## config.mk

```make
export PLATFORM = sky130hd
export DESIGN_NAME = power_up_strap_loader
export DESIGN_NICKNAME = d
export VERILOG_FILES = /design/src/strap_pkg.sv /design/src/strap_if.sv /design/src/power_up_strap_loader.sv /design/src/strap_sync.sv
export SDC_FILE = /design/constraint.sdc
export NUM_CORES = 1
export LEC_CHECK = 0
export ABC_AREA = 1
export BUFFER_PORTS_ARGS = -buffer_cell sky130_fd_sc_hd__buf_2
export CAP_MARGIN = 5
export CORE_MARGIN = 2
export CORE_UTILIZATION = 50
export CTS_CLUSTER_SIZE = 12
export DETAILED_ROUTE_END_ITERATION = 7
export GPL_TIMING_DRIVEN = 0
export PLACE_DENSITY = 0.83
export SETUP_SLACK_MARGIN = 0.2
export SLEW_MARGIN = 10
export SYNTH_ARGS = -nofsm -noshare
export SYNTH_HDL_FRONTEND = slang
export SYNTH_SLANG_ARGS = --single-unit
```

## constraint.sdc

```tcl
create_clock -name pclk -period 1.98 [get_ports pclk]
set_input_delay 0.396 -clock pclk [delete_from_list [all_inputs] [get_ports pclk]]
set_output_delay 0.396 -clock pclk [all_outputs]
set_load 0.01 [all_outputs]
```

## src/strap_pkg.sv

```systemverilog
// shared constants for the power-up strap loader
// assumes a single pclk domain and an apb master on the register side
package strap_pkg;

    localparam int addr_width        = 12;
    localparam int data_width        = 32;

    // register byte addresses
    localparam logic [11:0] straps_off     = 12'h000;
    localparam logic [11:0] mode_off       = 12'h004;
    localparam logic [11:0] pin_status_off = 12'h008;

    // field positions in the straps register
    localparam int addr_lsb          = 0;
    localparam int addr_msb          = 4;
    localparam int clk_en_bit        = 8;
    localparam int led_style_bit     = 9;
    localparam int code_lsb          = 12;
    localparam int code_msb          = 15;

    // field positions in the mode register
    localparam int adv_lsb           = 0;
    localparam int adv_msb           = 5;
    localparam int power_down_bit    = 8;
    localparam int pin_test_bit      = 9;
    localparam int gmii_bit          = 10;
    localparam int reserved_bit      = 11;
    localparam int mode_enum_lsb     = 16;
    localparam int mode_enum_msb     = 18;

    // advertised ability bits: 10h 10f 100h 100f 1000h 1000f
    localparam logic [5:0] adv_1000f      = 6'h20;
    localparam logic [5:0] adv_1000hf     = 6'h30;
    localparam logic [5:0] adv_all_no1000h = 6'h2f;
    localparam logic [5:0] adv_all        = 6'h3f;
    localparam logic [5:0] adv_none       = 6'h00;

    // mode strap codes
    localparam logic [3:0] code_pin_test   = 4'h4;
    localparam logic [3:0] code_power_down = 4'h7;
    localparam logic [3:0] code_gig_fd     = 4'hc;
    localparam logic [3:0] code_gig_fhd    = 4'hd;
    localparam logic [3:0] code_all_no_gh  = 4'he;
    localparam logic [3:0] code_all        = 4'hf;

    localparam logic [1:0] addr_upper_zero = 2'h0;

    // reset values of the capture registers
    localparam logic [2:0] addr_rst   = 3'h0;
    localparam logic [3:0] code_rst   = 4'h0;

    typedef enum logic [2:0] {
        mode_reserved,
        mode_pin_test,
        mode_power_down,
        mode_gig_fd,
        mode_gig_fhd,
        mode_all_no_gh,
        mode_all
    } op_mode_e;

endpackage

```

## src/strap_if.sv

```systemverilog
// carries synchronised strap pin levels from the pin stage to the loader
// assumes both ends run on pclk
interface strap_if;
    logic [2:0] addr_pins;
    logic [3:0] code_pins;
    logic       clk_en_pin;
    logic       led_pin;

    modport src (output addr_pins, output code_pins, output clk_en_pin, output led_pin);
    modport dst (input  addr_pins, input  code_pins, input  clk_en_pin, input  led_pin);
endinterface

```

## src/power_up_strap_loader.sv

```systemverilog
// power-up strap loader: captures board straps at reset release, decodes mode,
// and shows the latched configuration over apb
// assumes pclk at 125 mhz, presetn asynchronous active low, apb3 master
// Function
// - three strap pins captured at reset release form the low three station address bits.
// - a pulled-up address strap records a one and a pulled-down strap records a zero.
// - the upper two bits of the five-bit station address are always zero.
// - a four-bit mode code is captured from four straps at reset and decoded to a mode.
// - code 0111 powers the chip down and code 0100 selects the pin-chain test.
// - code 1100 selects reduced-pin gigabit interface advertising gigabit full duplex only.
// - code 1101 selects gigabit interface advertising gigabit full and half duplex only.
// - code 1110 advertises all but gigabit half duplex and code 1111 advertises everything.
// - the reference clock output is enabled when its strap is pulled up and disabled otherwise.
// - a pulled-up style strap selects single indication and pulled-down selects tri-color dual.
// - all straps are captured at the rising edge of the active-low chip reset.
module power_up_strap_loader
(
    // clock and reset
    input  wire logic        pclk,
    input  wire logic        presetn,
    // apb slave
    input  wire logic        psel,
    input  wire logic        penable,
    input  wire logic        pwrite,
    input  wire logic [11:0] paddr,
    input  wire logic [31:0] pwdata,
    output logic      [31:0] prdata,
    output logic             pready,
    output logic             pslverr,
    // shared strap pins
    input  wire logic [2:0]  addr_pin_in,
    input  wire logic [3:0]  code_pin_in,
    input  wire logic        clk_en_pin_in,
    input  wire logic        led_pin_in,
    // decoded configuration
    output logic [4:0]       station_address_strap,
    output logic             ref_clock_out_enable_strap,
    output logic             indicator_style_strap,
    output logic             power_down,
    output logic             pin_test_mode,
    output logic             gmii_mode,
    output logic [5:0]       advertise
);

    ////////////////////////////////////////////////////////////////////////////
    // synchroniser

    strap_if pins ();

    strap_sync u_sync
    (
        .pclk          (pclk),
        .presetn       (presetn),
        .addr_pin_in   (addr_pin_in),
        .code_pin_in   (code_pin_in),
        .clk_en_pin_in (clk_en_pin_in),
        .led_pin_in    (led_pin_in),
        .pins          (pins)
    );

    ////////////////////////////////////////////////////////////////////////////
    // decode helpers

    function automatic strap_pkg::op_mode_e decode_mode(input logic [3:0] code);
        strap_pkg::op_mode_e m;
        m = strap_pkg::mode_reserved;
        case (code)
            strap_pkg::code_pin_test:   m = strap_pkg::mode_pin_test;
            strap_pkg::code_power_down: m = strap_pkg::mode_power_down;
            strap_pkg::code_gig_fd:     m = strap_pkg::mode_gig_fd;
            strap_pkg::code_gig_fhd:    m = strap_pkg::mode_gig_fhd;
            strap_pkg::code_all_no_gh:  m = strap_pkg::mode_all_no_gh;
            strap_pkg::code_all:        m = strap_pkg::mode_all;
            default:                    m = strap_pkg::mode_reserved;
        endcase
        return m;
    endfunction

    function automatic logic [5:0] adv_of(input strap_pkg::op_mode_e m);
        logic [5:0] a;
        a = strap_pkg::adv_none;
        case (m)
            strap_pkg::mode_gig_fd:    a = strap_pkg::adv_1000f;
            strap_pkg::mode_gig_fhd:   a = strap_pkg::adv_1000hf;
            strap_pkg::mode_all_no_gh: a = strap_pkg::adv_all_no1000h;
            strap_pkg::mode_all:       a = strap_pkg::adv_all;
            default:                   a = strap_pkg::adv_none;
        endcase
        return a;
    endfunction

    ////////////////////////////////////////////////////////////////////////////
    // state

    // capture waits for the synchroniser to fill with post-release pin levels
    typedef enum logic [1:0] {
        st_fill0,
        st_fill1,
        st_capture,
        st_hold
    } cap_e;

    typedef struct packed {
        cap_e                 cap;
        logic [2:0]           addr;
        logic [3:0]           code;
        logic                 clk_en;
        logic                 led;
        strap_pkg::op_mode_e  mode;
        logic [31:0]          rdata;
        logic                 ready;
        logic                 slverr;
    } loader_s;

    loader_s state_q;
    loader_s state_d;

    logic access;
    assign access = psel && penable && !state_q.ready;

    ////////////////////////////////////////////////////////////////////////////
    // next state

    always_comb
    begin
        state_d        = state_q;
        state_d.ready  = 1'b0;
        state_d.slverr = 1'b0;
        case (state_q.cap)
            st_fill0:
            begin
                state_d.cap = st_fill1;
            end
            st_fill1:
            begin
                state_d.cap = st_capture;
            end
            st_capture:
            begin
                state_d.addr   = pins.addr_pins;
                state_d.code   = pins.code_pins;
                state_d.clk_en = pins.clk_en_pin;
                state_d.led    = pins.led_pin;
                state_d.mode   = decode_mode(pins.code_pins);
                state_d.cap    = st_hold;
            end
            st_hold:
            begin
                state_d.cap = st_hold;
            end
            default:
            begin
                state_d.cap = st_hold;
            end
        endcase

        // registers are read-only; writes are refused with an error
        if (access)
        begin
            state_d.ready = 1'b1;
            state_d.rdata = '0;
            if (pwrite)
            begin
                state_d.slverr = 1'b1;
            end
            else
            begin
                case (paddr)
                    strap_pkg::straps_off:
                    begin
                        state_d.rdata[strap_pkg::addr_msb:strap_pkg::addr_lsb] =
                            {strap_pkg::addr_upper_zero, state_q.addr};
                        state_d.rdata[strap_pkg::clk_en_bit]    = state_q.clk_en;
                        state_d.rdata[strap_pkg::led_style_bit] = state_q.led;
                        state_d.rdata[strap_pkg::code_msb:strap_pkg::code_lsb] = state_q.code;
                    end
                    strap_pkg::mode_off:
                    begin
                        state_d.rdata[strap_pkg::adv_msb:strap_pkg::adv_lsb] = adv_of(state_q.mode);
                        state_d.rdata[strap_pkg::power_down_bit] = (state_q.mode == strap_pkg::mode_power_down);
                        state_d.rdata[strap_pkg::pin_test_bit]   = (state_q.mode == strap_pkg::mode_pin_test);
                        state_d.rdata[strap_pkg::gmii_bit]       = (adv_of(state_q.mode) != strap_pkg::adv_none);
                        state_d.rdata[strap_pkg::reserved_bit]   = (state_q.mode == strap_pkg::mode_reserved);
                        state_d.rdata[strap_pkg::mode_enum_msb:strap_pkg::mode_enum_lsb] = state_q.mode;
                    end
                    strap_pkg::pin_status_off:
                    begin
                        state_d.rdata[8:0] = {pins.led_pin, pins.clk_en_pin, pins.code_pins, pins.addr_pins};
                    end
                    default:
                    begin
                        state_d.slverr = 1'b1;
                    end
                endcase
            end
        end
    end

    ////////////////////////////////////////////////////////////////////////////
    // registers and outputs

    logic [4:0] station_address_d;
    assign station_address_d = {strap_pkg::addr_upper_zero, state_d.addr};

    always_ff @(posedge pclk or negedge presetn)
    begin
        if (!presetn)
        begin
            state_q.cap                <= st_fill0;
            state_q.addr               <= strap_pkg::addr_rst;
            state_q.code               <= strap_pkg::code_rst;
            state_q.clk_en             <= 1'b0;
            state_q.led                <= 1'b0;
            state_q.mode               <= strap_pkg::mode_reserved;
            state_q.rdata              <= '0;
            state_q.ready              <= 1'b0;
            state_q.slverr             <= 1'b0;
            station_address_strap      <= '0;
            ref_clock_out_enable_strap <= 1'b0;
            indicator_style_strap      <= 1'b0;
            power_down                 <= 1'b0;
            pin_test_mode              <= 1'b0;
            gmii_mode                  <= 1'b0;
            advertise                  <= strap_pkg::adv_none;
            prdata                     <= '0;
            pready                     <= 1'b0;
            pslverr                    <= 1'b0;
        end
        else
        begin
            state_q                    <= state_d;
            station_address_strap      <= station_address_d;
            ref_clock_out_enable_strap <= state_d.clk_en;
            indicator_style_strap      <= state_d.led;
            power_down                 <= (state_d.mode == strap_pkg::mode_power_down);
            pin_test_mode              <= (state_d.mode == strap_pkg::mode_pin_test);
            gmii_mode                  <= (adv_of(state_d.mode) != strap_pkg::adv_none);
            advertise                  <= adv_of(state_d.mode);
            prdata                     <= state_d.rdata;
            pready                     <= state_d.ready;
            pslverr                    <= state_d.slverr;
        end
    end
endmodule

```

## src/strap_sync.sv

```systemverilog
// two-flop synchroniser for the shared strap pins
// assumes pins are asynchronous to pclk
module strap_sync
(
    // clock and reset
    input  wire logic pclk,
    input  wire logic presetn,
    // raw pins
    input  wire logic [2:0] addr_pin_in,
    input  wire logic [3:0] code_pin_in,
    input  wire logic       clk_en_pin_in,
    input  wire logic       led_pin_in,
    // synchronised levels
    strap_if.src            pins
);

    typedef struct packed {
        logic [8:0] meta;
        logic [8:0] sync;
    } sync_s;

    sync_s state_q;
    sync_s state_d;

    always_comb
    begin
        state_d      = state_q;
        state_d.meta = {led_pin_in, clk_en_pin_in, code_pin_in, addr_pin_in};
        state_d.sync = state_q.meta;
    end

    always_ff @(posedge pclk or negedge presetn)
    begin
        if (!presetn)
        begin
            state_q <= '0;
        end
        else
        begin
            state_q <= state_d;
        end
    end

    assign pins.addr_pins  = state_q.sync[2:0];
    assign pins.code_pins  = state_q.sync[6:3];
    assign pins.clk_en_pin = state_q.sync[7];
    assign pins.led_pin    = state_q.sync[8];

endmodule

```

; ---- After elaboration in Yosys (flattened, before gate mapping)
; Cells that the tools add are included.
[classes]
n_eq_ne = 23
mux = 20
reduce_logical = 10
[ops]
columns = operator, n
row1 = case mux 6 bit (4 select lines), 2
row2 = 2-to-1 mux 19 bit, 1
row3 = "equality test 3 bit, second input constant", 6
row4 = 2-to-1 mux 6 bit, 3
row5 = case mux 3 bit (6 select lines), 1
row6 = "equality test 4 bit, second input constant", 4
row7 = case mux 5 bit (3 select lines), 1
row8 = "equality test 12 x 3 -> 1 bit, second input constant", 1
row9 = "equality test 12 x 4 -> 1 bit, second input constant", 1
row10 = "equality test 3 x 2 -> 1 bit, second input constant", 4
row11 = zero test 12 bit, 1
row12 = 2-to-1 mux 12 bit, 1
row13 = nonzero test 6 bit, 2
row14 = "equality test 4 x 3 -> 1 bit, second input constant", 2
row15 = "equality test 3 x 1 -> 1 bit, second input constant", 2
row16 = 2-to-1 mux 2 bit, 3
row17 = case mux 2 bit (3 select lines), 1
row18 = "equality test 2 bit, second input constant", 2
row19 = 2-to-1 mux 4 bit, 1
row20 = case mux 1 bit (2 select lines), 2
row21 = zero test 3 bit, 1
row22 = 2-to-1 mux 3 bit, 1
row23 = case mux 1 bit (3 select lines), 1
row24 = OR reduction 3 bit, 1
row25 = other kinds (6), 8
[word_totals]
register_bits = 62
out_inout_bits = 50
in_bits = 58
word_cells = 68

; ---- Longest topological paths before layout
; Gate-level depths: netlist (run 1).
[depth]
word_depth = 8
ltp_mapped = 10

; ---- Cells and area by module
; From an unflattened synthesis (run 1), not the netlist that was laid out.
[unflattened]
hier_cells = 277
hier_area_um2 = 2647.5
[modules_own_cells]
columns = mod, area_each_um2, cells_each, seq_area_each_um2, n_inst
row1 = power_up_strap_loader, 2197.1, 259, 1001.0, 1
row2 = strap_sync, 450.4, 18, 450.4, 1

; ---- Least setup slack after synthesis (run 1)
; Ideal clock, no wire load.
[synth_timing]
kind = input to register
start = input paddr[11]
end = register state_q[16] (netlist bit)
t_required_ps = 1888
cell_stages = 6
path_buffers = 1
t_arrival_ps = 1151
slack_ps = 738
cell_sequence = nor2_1 nand2_1 nor2_4 buf_6 nand2_2 o31ai_2
[synth_between]
elab_chain_len = 3
[synth_lines]
columns = item, line_no
row1 = start: declaration, power_up_strap_loader.sv:25  ; input wire logic [11:0] paddr,
row2 = zero test 12 bit, power_up_strap_loader.sv:168  ; case (paddr)
row3 = 2-to-1 mux 4 bit, power_up_strap_loader.sv:168
row4 = 2-to-1 mux 19 bit, power_up_strap_loader.sv:162  ; if (pwrite)
row5 = end signal: assignment, power_up_strap_loader.sv:231  ; state_q <= state_d;
row6 = end: declaration, power_up_strap_loader.sv:115  ; loader_s state_q;
; Every way passes these cells.
; A chain may end at the register's enable or synchronous reset.

; ---- Final worst setup path (run 1)
[layout_timing]
start = register station_address_strap[2]
end = output station_address_strap[2]
[layout_rtl]
columns = item, line_no
row1 = start: declaration, power_up_strap_loader.sv:36  ; output logic [4:0] station_address_strap,
row2 = start signal: assignment, power_up_strap_loader.sv:232  ; station_address_strap <= station_address_d;
; No word-level cell between the ends.

==> impl_metrics.ini, run 1 <==
[clock_network]
cts_tree = done
cts-resized-gates = 0
cts_buffers = 9
h-tree-depth = 3
clkLatencyLatePin_ns = 0.34
clock-root-buffer = clkbuf_8
cts.clk_slew.worst_paths_ns = 0.07
clockBufferDepth = 2
clkSinkCount = 58
holdBufCountCts = 0
post_cts_buffers = 0

[power_and_ir_drop]
p_total_mw = 2.42
p_per_area_nw_per_um2 = 754
leakage_nw = 1.82
ir_worst_vdd_v = 0.000555

[logic_synthesis]
yosysSeqAreaShare_pct = 56.0
yosysUniqueCellTypes = 24
yosysTopAreaCell = dfrtp_1
synthArstFlopShare_pct = 100
syn_inst = 276
yosysMostFrequentCell = nand2_1
synth_warnings = 0
ys_top_cells_by_count = nand2_1, dfrtp_1, buf_4
postSynthAreaPerCell_um2 = 9.38
synth_area_leaders = dfrtp_1, buf_4, nand2_1
syn-cell-area_um2 = 2590
synth_edf_count = 0
ys_ff_latch = 58
synth_top_area_share_pct = 56.0
ys.flop_type = dfrtp_1

[global_routing]
grt_pass1_vias = 1878
grt-ovfl-total = 0
grt_max_degree = 59
grt_pass1_wl_um = 8100
grt.total_usage_pct = 18.0
antenna_found_initial = 0

[sta]
slew_headroom_pct = 54.2
finalCritPeriodShare_pct = 70.5
finClkSkew_ns = 0.0117
max_slew.worst_pin.slew_ns = 0.687
fin_tns_setup_ns = 0
rsz0062_at_grt = no
hold_viol_final = 0
finalWorstSetupSlack_ns = 0.584
finalSetupViolations = 0
fmax_ghz = 0.716
period_needed_ns = 1.40
drv_slew = 0

[critical_path]
timing.rr.end = state_q[16]
rrSetupSlack_ns = 0.59
r2r_cells = 5
critPathMaxFanout = 3
required_ns = 1.58
critPathMaxStageDelay_ns = 0.40
cp-end-kind = output pin
worst-endpoint-arrival_ns = 1.00
crit_slowest_cell = dfrtp_1
rr_startpoint = state_q[1]
worstPathCellList = buf_4 -> buf_2
crit_path_start_kind = flop
crit_type = flop to output pin

[placement]
dp.cells = 420
post-dp-hpwl_um = 3620
place_area_um2 = 3030
routabilityCongestion = 0.876
place_ws_ns = 0.466
port-buffer-count = 60

[finish]
nNetsFinal = 419
fin_cells = 436
finalInstanceArea_um2 = 3220
area_delta_synth_final_pct = 24.2
drive_gt1_share_pct = 36.9
antenna_cells = 0

[routing]
drc = 0
dr.pass1.iters = 4
wl_per_cell_um = 11.2
totalWireLength_um = 4880
vias = 1982
ant_nets = 0
via_per_inst = 4.55
drtIter0Drc = 79

[floorplan]
initial_core_util_pct = 51.4
coreArea_um2 = 5040
io-pin-count = 108
die_area_um2 = 5770
row_count = 26
die_w_um = 76.0
die_height_um = 76.0

[run_status]
status = complete, no violations

[hold_path]
min_path_type = input port to async pin

[flow_run]
maxCapViolCount = 0
==> cells by family after synthesis <==
kind of cell	count (synthesis)	share of synthesized area [%]
other cells	1	0.145
flops	58	56.0
xor+xnor	1	0.338
simple gates	128	22.4
buf+inv	67	16.0
compound gates	21	5.12
==> sequential cells by signal (all words and copies together) (netlist names) <==
register                count
state_q                    31
u_sync.state_d              9
u_sync.pins.code_pins       4
advertise                   3
station_address_strap       3
u_sync.pins.addr_pins       3
pin_test_mode               1
power_down                  1
pslverr                     1
u_sync.pins.clk_en_pin      1
u_sync.pins.led_pin         1
==> cell type report <==
class | instances | area, um2
Fill cell | 445 | 1830
Sequential cell | 58 | 1450
Multi-Input combinational cell | 165 | 777
Buffer | 44 | 328
Timing Repair Buffer | 60 | 303
Clock buffer | 14 | 173
Tap cell | 70 | 87.6
Inverter | 23 | 86.3
Clock inverter | 2 | 10.0
==> where the power goes <==
group | internal (mW) | switching (mW)
sequential | 1.23 | 0.0238
combinational | 0.0776 | 0.114
clock | 0.553 | 0.430
==> cells in the final DEF, fill, tap and decap left out, types with 5 or more instances in the layout <==
| master | count |
|---|---|
| nand2_1 | 77 |
| buf_2 | 60 |
| dfrtp_1 | 58 |
| buf_4 | 42 |
| nand3_1 | 19 |
| inv_1 | 17 |
| nor2_1 | 17 |
| conb_1 | 15 |
| clkbuf_8 | 12 |
| o21ai_0 | 8 |
| inv_2 | 5 |
| o21ai_1 | 5 |
| nand4_1 | 5 |
==> how the worst max path moves through the flow <==
stage / from / cells after the start / slack [ns] / end
after floorplan: paddr[11] / 6 / 0.74 / state_q[16]
after global placement: paddr[11] / 9 / 0.51 / state_q[3]
after detailed placement: presetn / 1 / 0.47 / state_q[8]
after CTS: station_address_strap[1] / 2 / 0.57 / station_address_strap[1]
after global routing: state_q[46] / 8 / 0.49 / advertise[5]
final: station_address_strap[2] / 2 / 0.58 / station_address_strap[2]
==> metrics by stage <==
step,hold WS [ns],util (%)
finish,0.108,63.8
global route,0.155,63.8
CTS,0.153,63.7
detailed placement,0.335,60.1
global placement,0.332,60.1
floorplan,0.100,-
==> metal layers <==
metal  share of wire (%)  vias to the layer above  global-route usage [%]  wire length (um)
met2                  51                       51                    31.3              2480
met4                 2.7                        0                    10.7               133
met3                 4.9                       16                    4.62               241
met5                   0                        -                       0                 0
met1                  42                      929                    20.0              2030
li1                    -                      986                       -                 -
==> critical path, delay by kind of cell, from the launching register on <==
kind	cells	cell delay, ns
flip-flops	1	0.40
buffers and inverters	2	0.27
(Power assumes the default switching activity.)
==> run 2: changes to the inputs <==
--- a/config.mk
+++ b/config.mk
@@ -5,15 +5,15 @@
 export SDC_FILE = /design/constraint.sdc
 export NUM_CORES = 1
 export LEC_CHECK = 0
-export ABC_AREA = 1
+export ABC_AREA = 0
 export BUFFER_PORTS_ARGS = -buffer_cell sky130_fd_sc_hd__buf_2
 export CAP_MARGIN = 5
 export CORE_MARGIN = 2
-export CORE_UTILIZATION = 50
+export CORE_UTILIZATION = 43
 export CTS_CLUSTER_SIZE = 12
 export DETAILED_ROUTE_END_ITERATION = 7
 export GPL_TIMING_DRIVEN = 0
-export PLACE_DENSITY = 0.83
+export PLACE_DENSITY = 0.76
 export SETUP_SLACK_MARGIN = 0.2
 export SLEW_MARGIN = 10
 export SYNTH_ARGS = -nofsm -noshare
==> constraint.sdc (replaced) <==
create_clock -name pclk -period 1.25 [get_ports pclk]
set_input_delay 0.25 -clock pclk [delete_from_list [all_inputs] [get_ports pclk]]
set_output_delay 0.25 -clock pclk [all_outputs]
set_load 0.01 [all_outputs]
==> run 2 against run 1 <==
Clock skew shrank 0.0016 ns. Setup slack lost 0.78 ns. Total power grew 64%. Worst hold slack lost 0.13 ns. Register-to-register slack lost 0.78 ns. Via count grew 0.35%. The flow now finishes with violations (hold timing, setup timing). Non-clock buffer count grew 55. Largest cell class unchanged. Synthesized cell count shrank 25%. Sequential power grew 59%. First-iteration DRC count shrank 3.8%. Synthesized area shrank 0.48%.
==> impl_metrics.ini, run 2 <==
[run_status]
status = finished with violations
violations = hold timing, setup timing

[floorplan]
die_w_um = 81.4
initial_core_util_pct = 44.1
coreArea_um2 = 5850
row_count = 28
die_height_um = 81.4
io-pin-count = 108
die_area_um2 = 6630

[finish]
final_common_cell = buf_6
nNetsFinal = 403
drive_gt1_share_pct = 65.7
num-fill-cells = 413
antenna_cells = 0
regMostFlops = state_q
most-common-layout-cells = buf_6, buf_4, dfrtp_1
seqCellArea_um2 = 1460
fin_cells = 425
multi_input_area_um2 = 1020
largest_reg_flops = 31
area_delta_synth_final_pct = 63.2

[global_routing]
grt_pass1_vias = 1943
grt_pass1_wl_um = 9620
grt-ovfl-total = 0
antenna_found_initial = 0
grt.total_usage_pct = 20.0
grt_max_degree = 59

[placement]
port-buffer-count = 60
post-dp-hpwl_um = 3410
routabilityCongestion = 0.816
dp.cells = 356
place_ws_ns = -0.382

[routing]
totalWireLength_um = 6650
ant_nets = 0
drc = 0
wl_per_cell_um = 15.6
drtIter0Drc = 76
via_per_inst = 4.68
vias = 1989
dr.pass1.iters = 4

[logic_synthesis]
synthAdderAreaFrac_pct = 0
syn-cell-area_um2 = 2580
synthArstFlopShare_pct = 100
muxShareOfSynthArea_pct = 4.81
postSynthAreaPerCell_um2 = 12.5
ys.flop_type = dfrtp_1
yosysUniqueCellTypes = 49
yosysMostFrequentCell = dfrtp_1
yosysTopAreaCell = dfrtp_1
synth-xor-area-share_pct = 0.680
synth_area_leaders = dfrtp_1, buf_4, mux2_2
synth-simple-area-share_pct = 13.5
ys_top_cells_by_count = dfrtp_1, buf_4, nand2_1
synth_top_family_by_area = buffers and inverters
syn_inst = 207
yosysSeqAreaShare_pct = 56.3
synth_compound_area_share_pct = 10.4
synth_warnings = 0
synth_top_area_share_pct = 56.3
synth_edf_count = 0
ys_ff_latch = 58

[sta]
fmax_ghz = 0.693
worst_hold_slack_ns = -0.0224
hold_viol_final = 48
finalWorstSetupSlack_ns = -0.192
period_needed_ns = 1.44
finClkSkew_ns = 0.0101
max_slew.worst_pin.slew_ns = 0.720
slew_headroom_pct = 52.0
rsz0062_at_grt = yes
finalCritPeriodShare_pct = 115
fin_tns_setup_ns = -2.01
finalSetupViolations = 30
drv_slew = 0

[critical_path]
critPathMaxStageDelay_ns = 0.46
cp_top_family = compound AO/OA/AOI/OAI gates
crit_path_start_kind = flop
worstPathCellList = or3b_4 -> a21o_4 -> a21o_1 -> a21oi_2
crit_type = flop to flop
crit_slowest_cell = dfrtp_1
crit_buf_inv = 0
worst-endpoint-arrival_ns = 1.70
critPathMaxFanout = 5
required_ns = 1.51
cp-end-kind = flop

[power_and_ir_drop]
p_per_area_nw_per_um2 = 945
ir_worst_vdd_v = 0.000802
leakage_nw = 2.17

[hold_path]
min_path_type = input port to async pin

[flow_run]
maxCapViolCount = 0

[clock_network]
clockBufferDepth = 2
cts_buffers = 9
clkLatencyLatePin_ns = 0.33
h-tree-depth = 3
cts.clk_slew.worst_paths_ns = 0.07
clkSinkCount = 58
cts_tree = done
clock-root-buffer = clkbuf_8
==> run 2: per-stage QoR <==
step / util (%) / power [mW] / area, um2 / hold WS (ns)
global placement: 52.6 / 2.34 / 3080 / 0.334
detailed placement: 52.6 / 2.35 / 3080 / 0.336
floorplan: - / 2.20 / 2680 / -0.0456
finish: 71.9 / 3.97 / 4210 / -0.0224
CTS: 68.5 / 3.91 / 4010 / -0.00407
global route: 71.9 / 4.12 / 4210 / 0.00974
==> run 2: worst paths after layout <==
path | endpoint | startpoint | slack, ns | depth (start not counted)
setup / recovery | advertise[3] | u_sync.pins.code_pins[3] | -0.19 | 4
hold / removal | u_sync.pins.addr_pins[1] | presetn | -0.02 | 1
setup reg to reg | advertise[3] | u_sync.pins.code_pins[3] | -0.19 | 4
hold reg to reg | u_sync.pins.addr_pins[1] | u_sync.state_d[1] | 0.34 | 0
max in group asynchronous | state_q[35] | presetn | 0.75 | 1
min in group pclk | u_sync.state_d[2] | addr_pin_in[2] | 0.02 | 1
==> run 2: cell type report <==
type / instances / share of cell area [%]
clock inverters: 3 / 0.357
plain buffers: 46 / 11.6
repair buffers: 113 / 23.0
well taps: 75 / 2.23
multi-input cells: 113 / 24.2
flip-flops and latches: 58 / 34.7
inverters: 4 / 0.417
clock buffers: 13 / 3.54
==> run 2: cell families after synthesis <==
group,after synthesis
other cells,1
simple gates,47
buf+inv,50
compound gates,38
mux,11
xor+xnor,2
flops,58
==> run 2: what timing repair did <==
item,4_1_cts,5_1_grt
gates resized for setup,106,20
buffers inserted,34,16
gates cloned,3,0
endpoints found under the hold margin,14,0
pin swaps,20,11
setup endpoints to repair,71,72
==> run 2: per-layer routing <==
metal	vias up	GRT usage (%)	part of all wire, %
met5	-	0	0
met4	0	8.47	1.6
met3	11	5.38	4.8
met2	60	34.3	53
met1	978	23.6	40
li1	940	-	-
==> run 2: report_power, final <==
part           switching (mW)  internal (mW)  total [mW]
Sequential             0.0467           1.94        1.99
Clock                   0.728          0.766        1.49
Combinational           0.229          0.266       0.494
Total                    1.00           2.97        3.97
==> run 3: changes to the inputs <==
--- a/config.mk
+++ b/config.mk
@@ -9,11 +9,11 @@
 export BUFFER_PORTS_ARGS = -buffer_cell sky130_fd_sc_hd__buf_2
 export CAP_MARGIN = 5
 export CORE_MARGIN = 2
-export CORE_UTILIZATION = 43
+export CORE_UTILIZATION = 48
 export CTS_CLUSTER_SIZE = 12
 export DETAILED_ROUTE_END_ITERATION = 7
 export GPL_TIMING_DRIVEN = 0
-export PLACE_DENSITY = 0.76
+export PLACE_DENSITY = 0.8
 export SETUP_SLACK_MARGIN = 0.2
 export SLEW_MARGIN = 10
 export SYNTH_ARGS = -nofsm -noshare
==> constraint.sdc (replaced) <==
create_clock -name pclk -period 1.4 [get_ports pclk]
set_input_delay 0.28 -clock pclk [delete_from_list [all_inputs] [get_ports pclk]]
set_output_delay 0.28 -clock pclk [all_outputs]
set_load 0.01 [all_outputs]
==> run 3 against run 2 <==
The flow finishes with violations (setup timing). Design area decreased by 5.3%. First-iteration DRC count rose by 110%. Global-route usage grew 0.34 points. Flip-flop and latch count did not move. Fmax decreased by 1.4%. Utilization rose by 5.6 points. Die area decreased by 9.9%. Via count shrank 0.65%. Highest routed layer unchanged.
==> impl_metrics.ini, run 3 (same netlist as run 2, synthesis figures left out) <==
[run_status]
status = finished with violations
violations = setup timing

[critical_path]
required_ns = 1.66
worst-endpoint-arrival_ns = 1.72
crit_path_start_kind = flop
rrSetupSlack_ns = -0.06
critPathMaxFanout = 4
crit_type = flop to flop
rr_startpoint = u_sync.pins.code_pins[2]
cp-end-kind = flop
r2r_cells = 5
timing.rr.end = advertise[5]

[clock_network]
h-tree-depth = 3
clkLatencyLatePin_ns = 0.34
cts_tree = done
clockBufferDepth = 2
cts_buffers = 9
clkSinkCount = 58
cts.clk_slew.worst_paths_ns = 0.06
holdBufCountCts = 0
clock-root-buffer = clkbuf_8

[sta]
max_slew.worst_pin.slew_ns = 0.701
slew_headroom_pct = 53.3
finalWorstSetupSlack_ns = -0.0634
finalCritPeriodShare_pct = 105
drv_slew = 0
rsz0062_at_grt = yes
fmax_ghz = 0.683
finClkSkew_ns = 0.0100
period_needed_ns = 1.46
finalSetupViolations = 3
hold_viol_final = 0

[finish]
fin_cells = 405
final_common_cell = buf_6
drive_gt1_share_pct = 63.0
area_delta_synth_final_pct = 54.5
antenna_cells = 0
regMostFlops = state_q
finalInstanceArea_um2 = 3980
largest_reg_flops = 31
final_util_pct = 77.5
most-common-layout-cells = buf_6, dfrtp_1, buf_4
nNetsFinal = 389

[global_routing]
grt_pass1_vias = 1855
antenna_found_initial = 0
grt.total_usage_pct = 20.3
grt-ovfl-total = 0
grt_pass1_wl_um = 9230
grt_max_degree = 59

[floorplan]
io-pin-count = 108
initial_core_util_pct = 50.1
die_height_um = 77.3
die_area_um2 = 5970
die_w_um = 77.3
row_count = 26
coreArea_um2 = 5140

[power_and_ir_drop]
ir_worst_vdd_v = 0.000783
p_per_area_nw_per_um2 = 857
leakage_nw = 2.03
p_total_mw = 3.41

[hold_path]
min_path_type = input port to async pin

[flow_run]
maxCapViolCount = 0

[routing]
ant_nets = 0
vias = 1976
met2_length_um = 3400
drc = 0
top_layer = met4
totalWireLength_um = 6440
drtIter0Drc = 159
via_per_inst = 4.88
dr.pass1.iters = 4
met1_length_um = 2580
wl_met3_um = 307
wl_per_cell_um = 15.9

[placement]
place_ws_ns = -0.223
dp.cells = 351
place_area_um2 = 3030
post-dp-hpwl_um = 3330
port-buffer-count = 60
routabilityCongestion = 0.805
run 3: power by group:
| group | internal, mW | switching, mW | leakage (nW) | total, mW |
|---|---|---|---|---|
| Clock | 0.619 | 0.624 | 0.0827 | 1.24 |
| Sequential | 1.73 | 0.0409 | 0.724 | 1.77 |
| Combinational | 0.201 | 0.197 | 1.23 | 0.398 |
run 3: area by class of cell:
type | count | area (um2)
Sequential cell | 58 | 1460
Fill cell | 295 | 1160
Inverter | 4 | 17.5
Multi-Input combinational cell | 113 | 980
Clock inverter | 4 | 20.0
Clock buffer | 11 | 131
Buffer | 46 | 474
Tap cell | 70 | 87.6
Timing Repair Buffer | 99 | 812
run 3: through the flow:
step	hold WS, ns	TNS (ns)
after floorplan	-0.0156	0
after global placement	0.333	-2.30
after detailed placement	0.335	-2.78
after CTS	0.0345	-0.00395
after global routing	0.0371	-0.412
final	0.00131	-0.110
run 3: worst max path at each step:
stage                              from            to
2_1_floorplan                state_q[1]    state_q[2]
3_3_place_gp                   paddr[8]   state_q[11]
3_5_place_dp                   paddr[8]   state_q[11]
4_1_cts        u_sync.pins.code_pins[0]  advertise[3]
5_1_grt        u_sync.pins.code_pins[2]  advertise[5]
6_report       u_sync.pins.code_pins[2]  advertise[5]
run 3: timing repair:
item                                    in CTS  in global routing
endpoints found under the setup margin      58                 62
pin swaps                                   12                 12
gates cloned                                 0                  2
endpoints found under the hold margin        0                  0
resized for setup                           77                 35
buffers inserted                            18                 19
run 3: layer usage:
| layer | up-vias | track usage (%) |
|---|---|---|
| met1 | 969 | 25.7 |
| met5 | - | 0 |
| li1 | 910 | - |
| met2 | 82 | 32.5 |
| met3 | 15 | 5.88 |
| met4 | 0 | 8.75 |
run 3: worst max-delay path, cell delays in order, from the launching register on:
cell	delay, ns
dfrtp_1	0.45
nor4bb_2	0.41
a22oi_2	0.12
buf_4	0.17
a21oi_4	0.13
xnor2_2	0.12
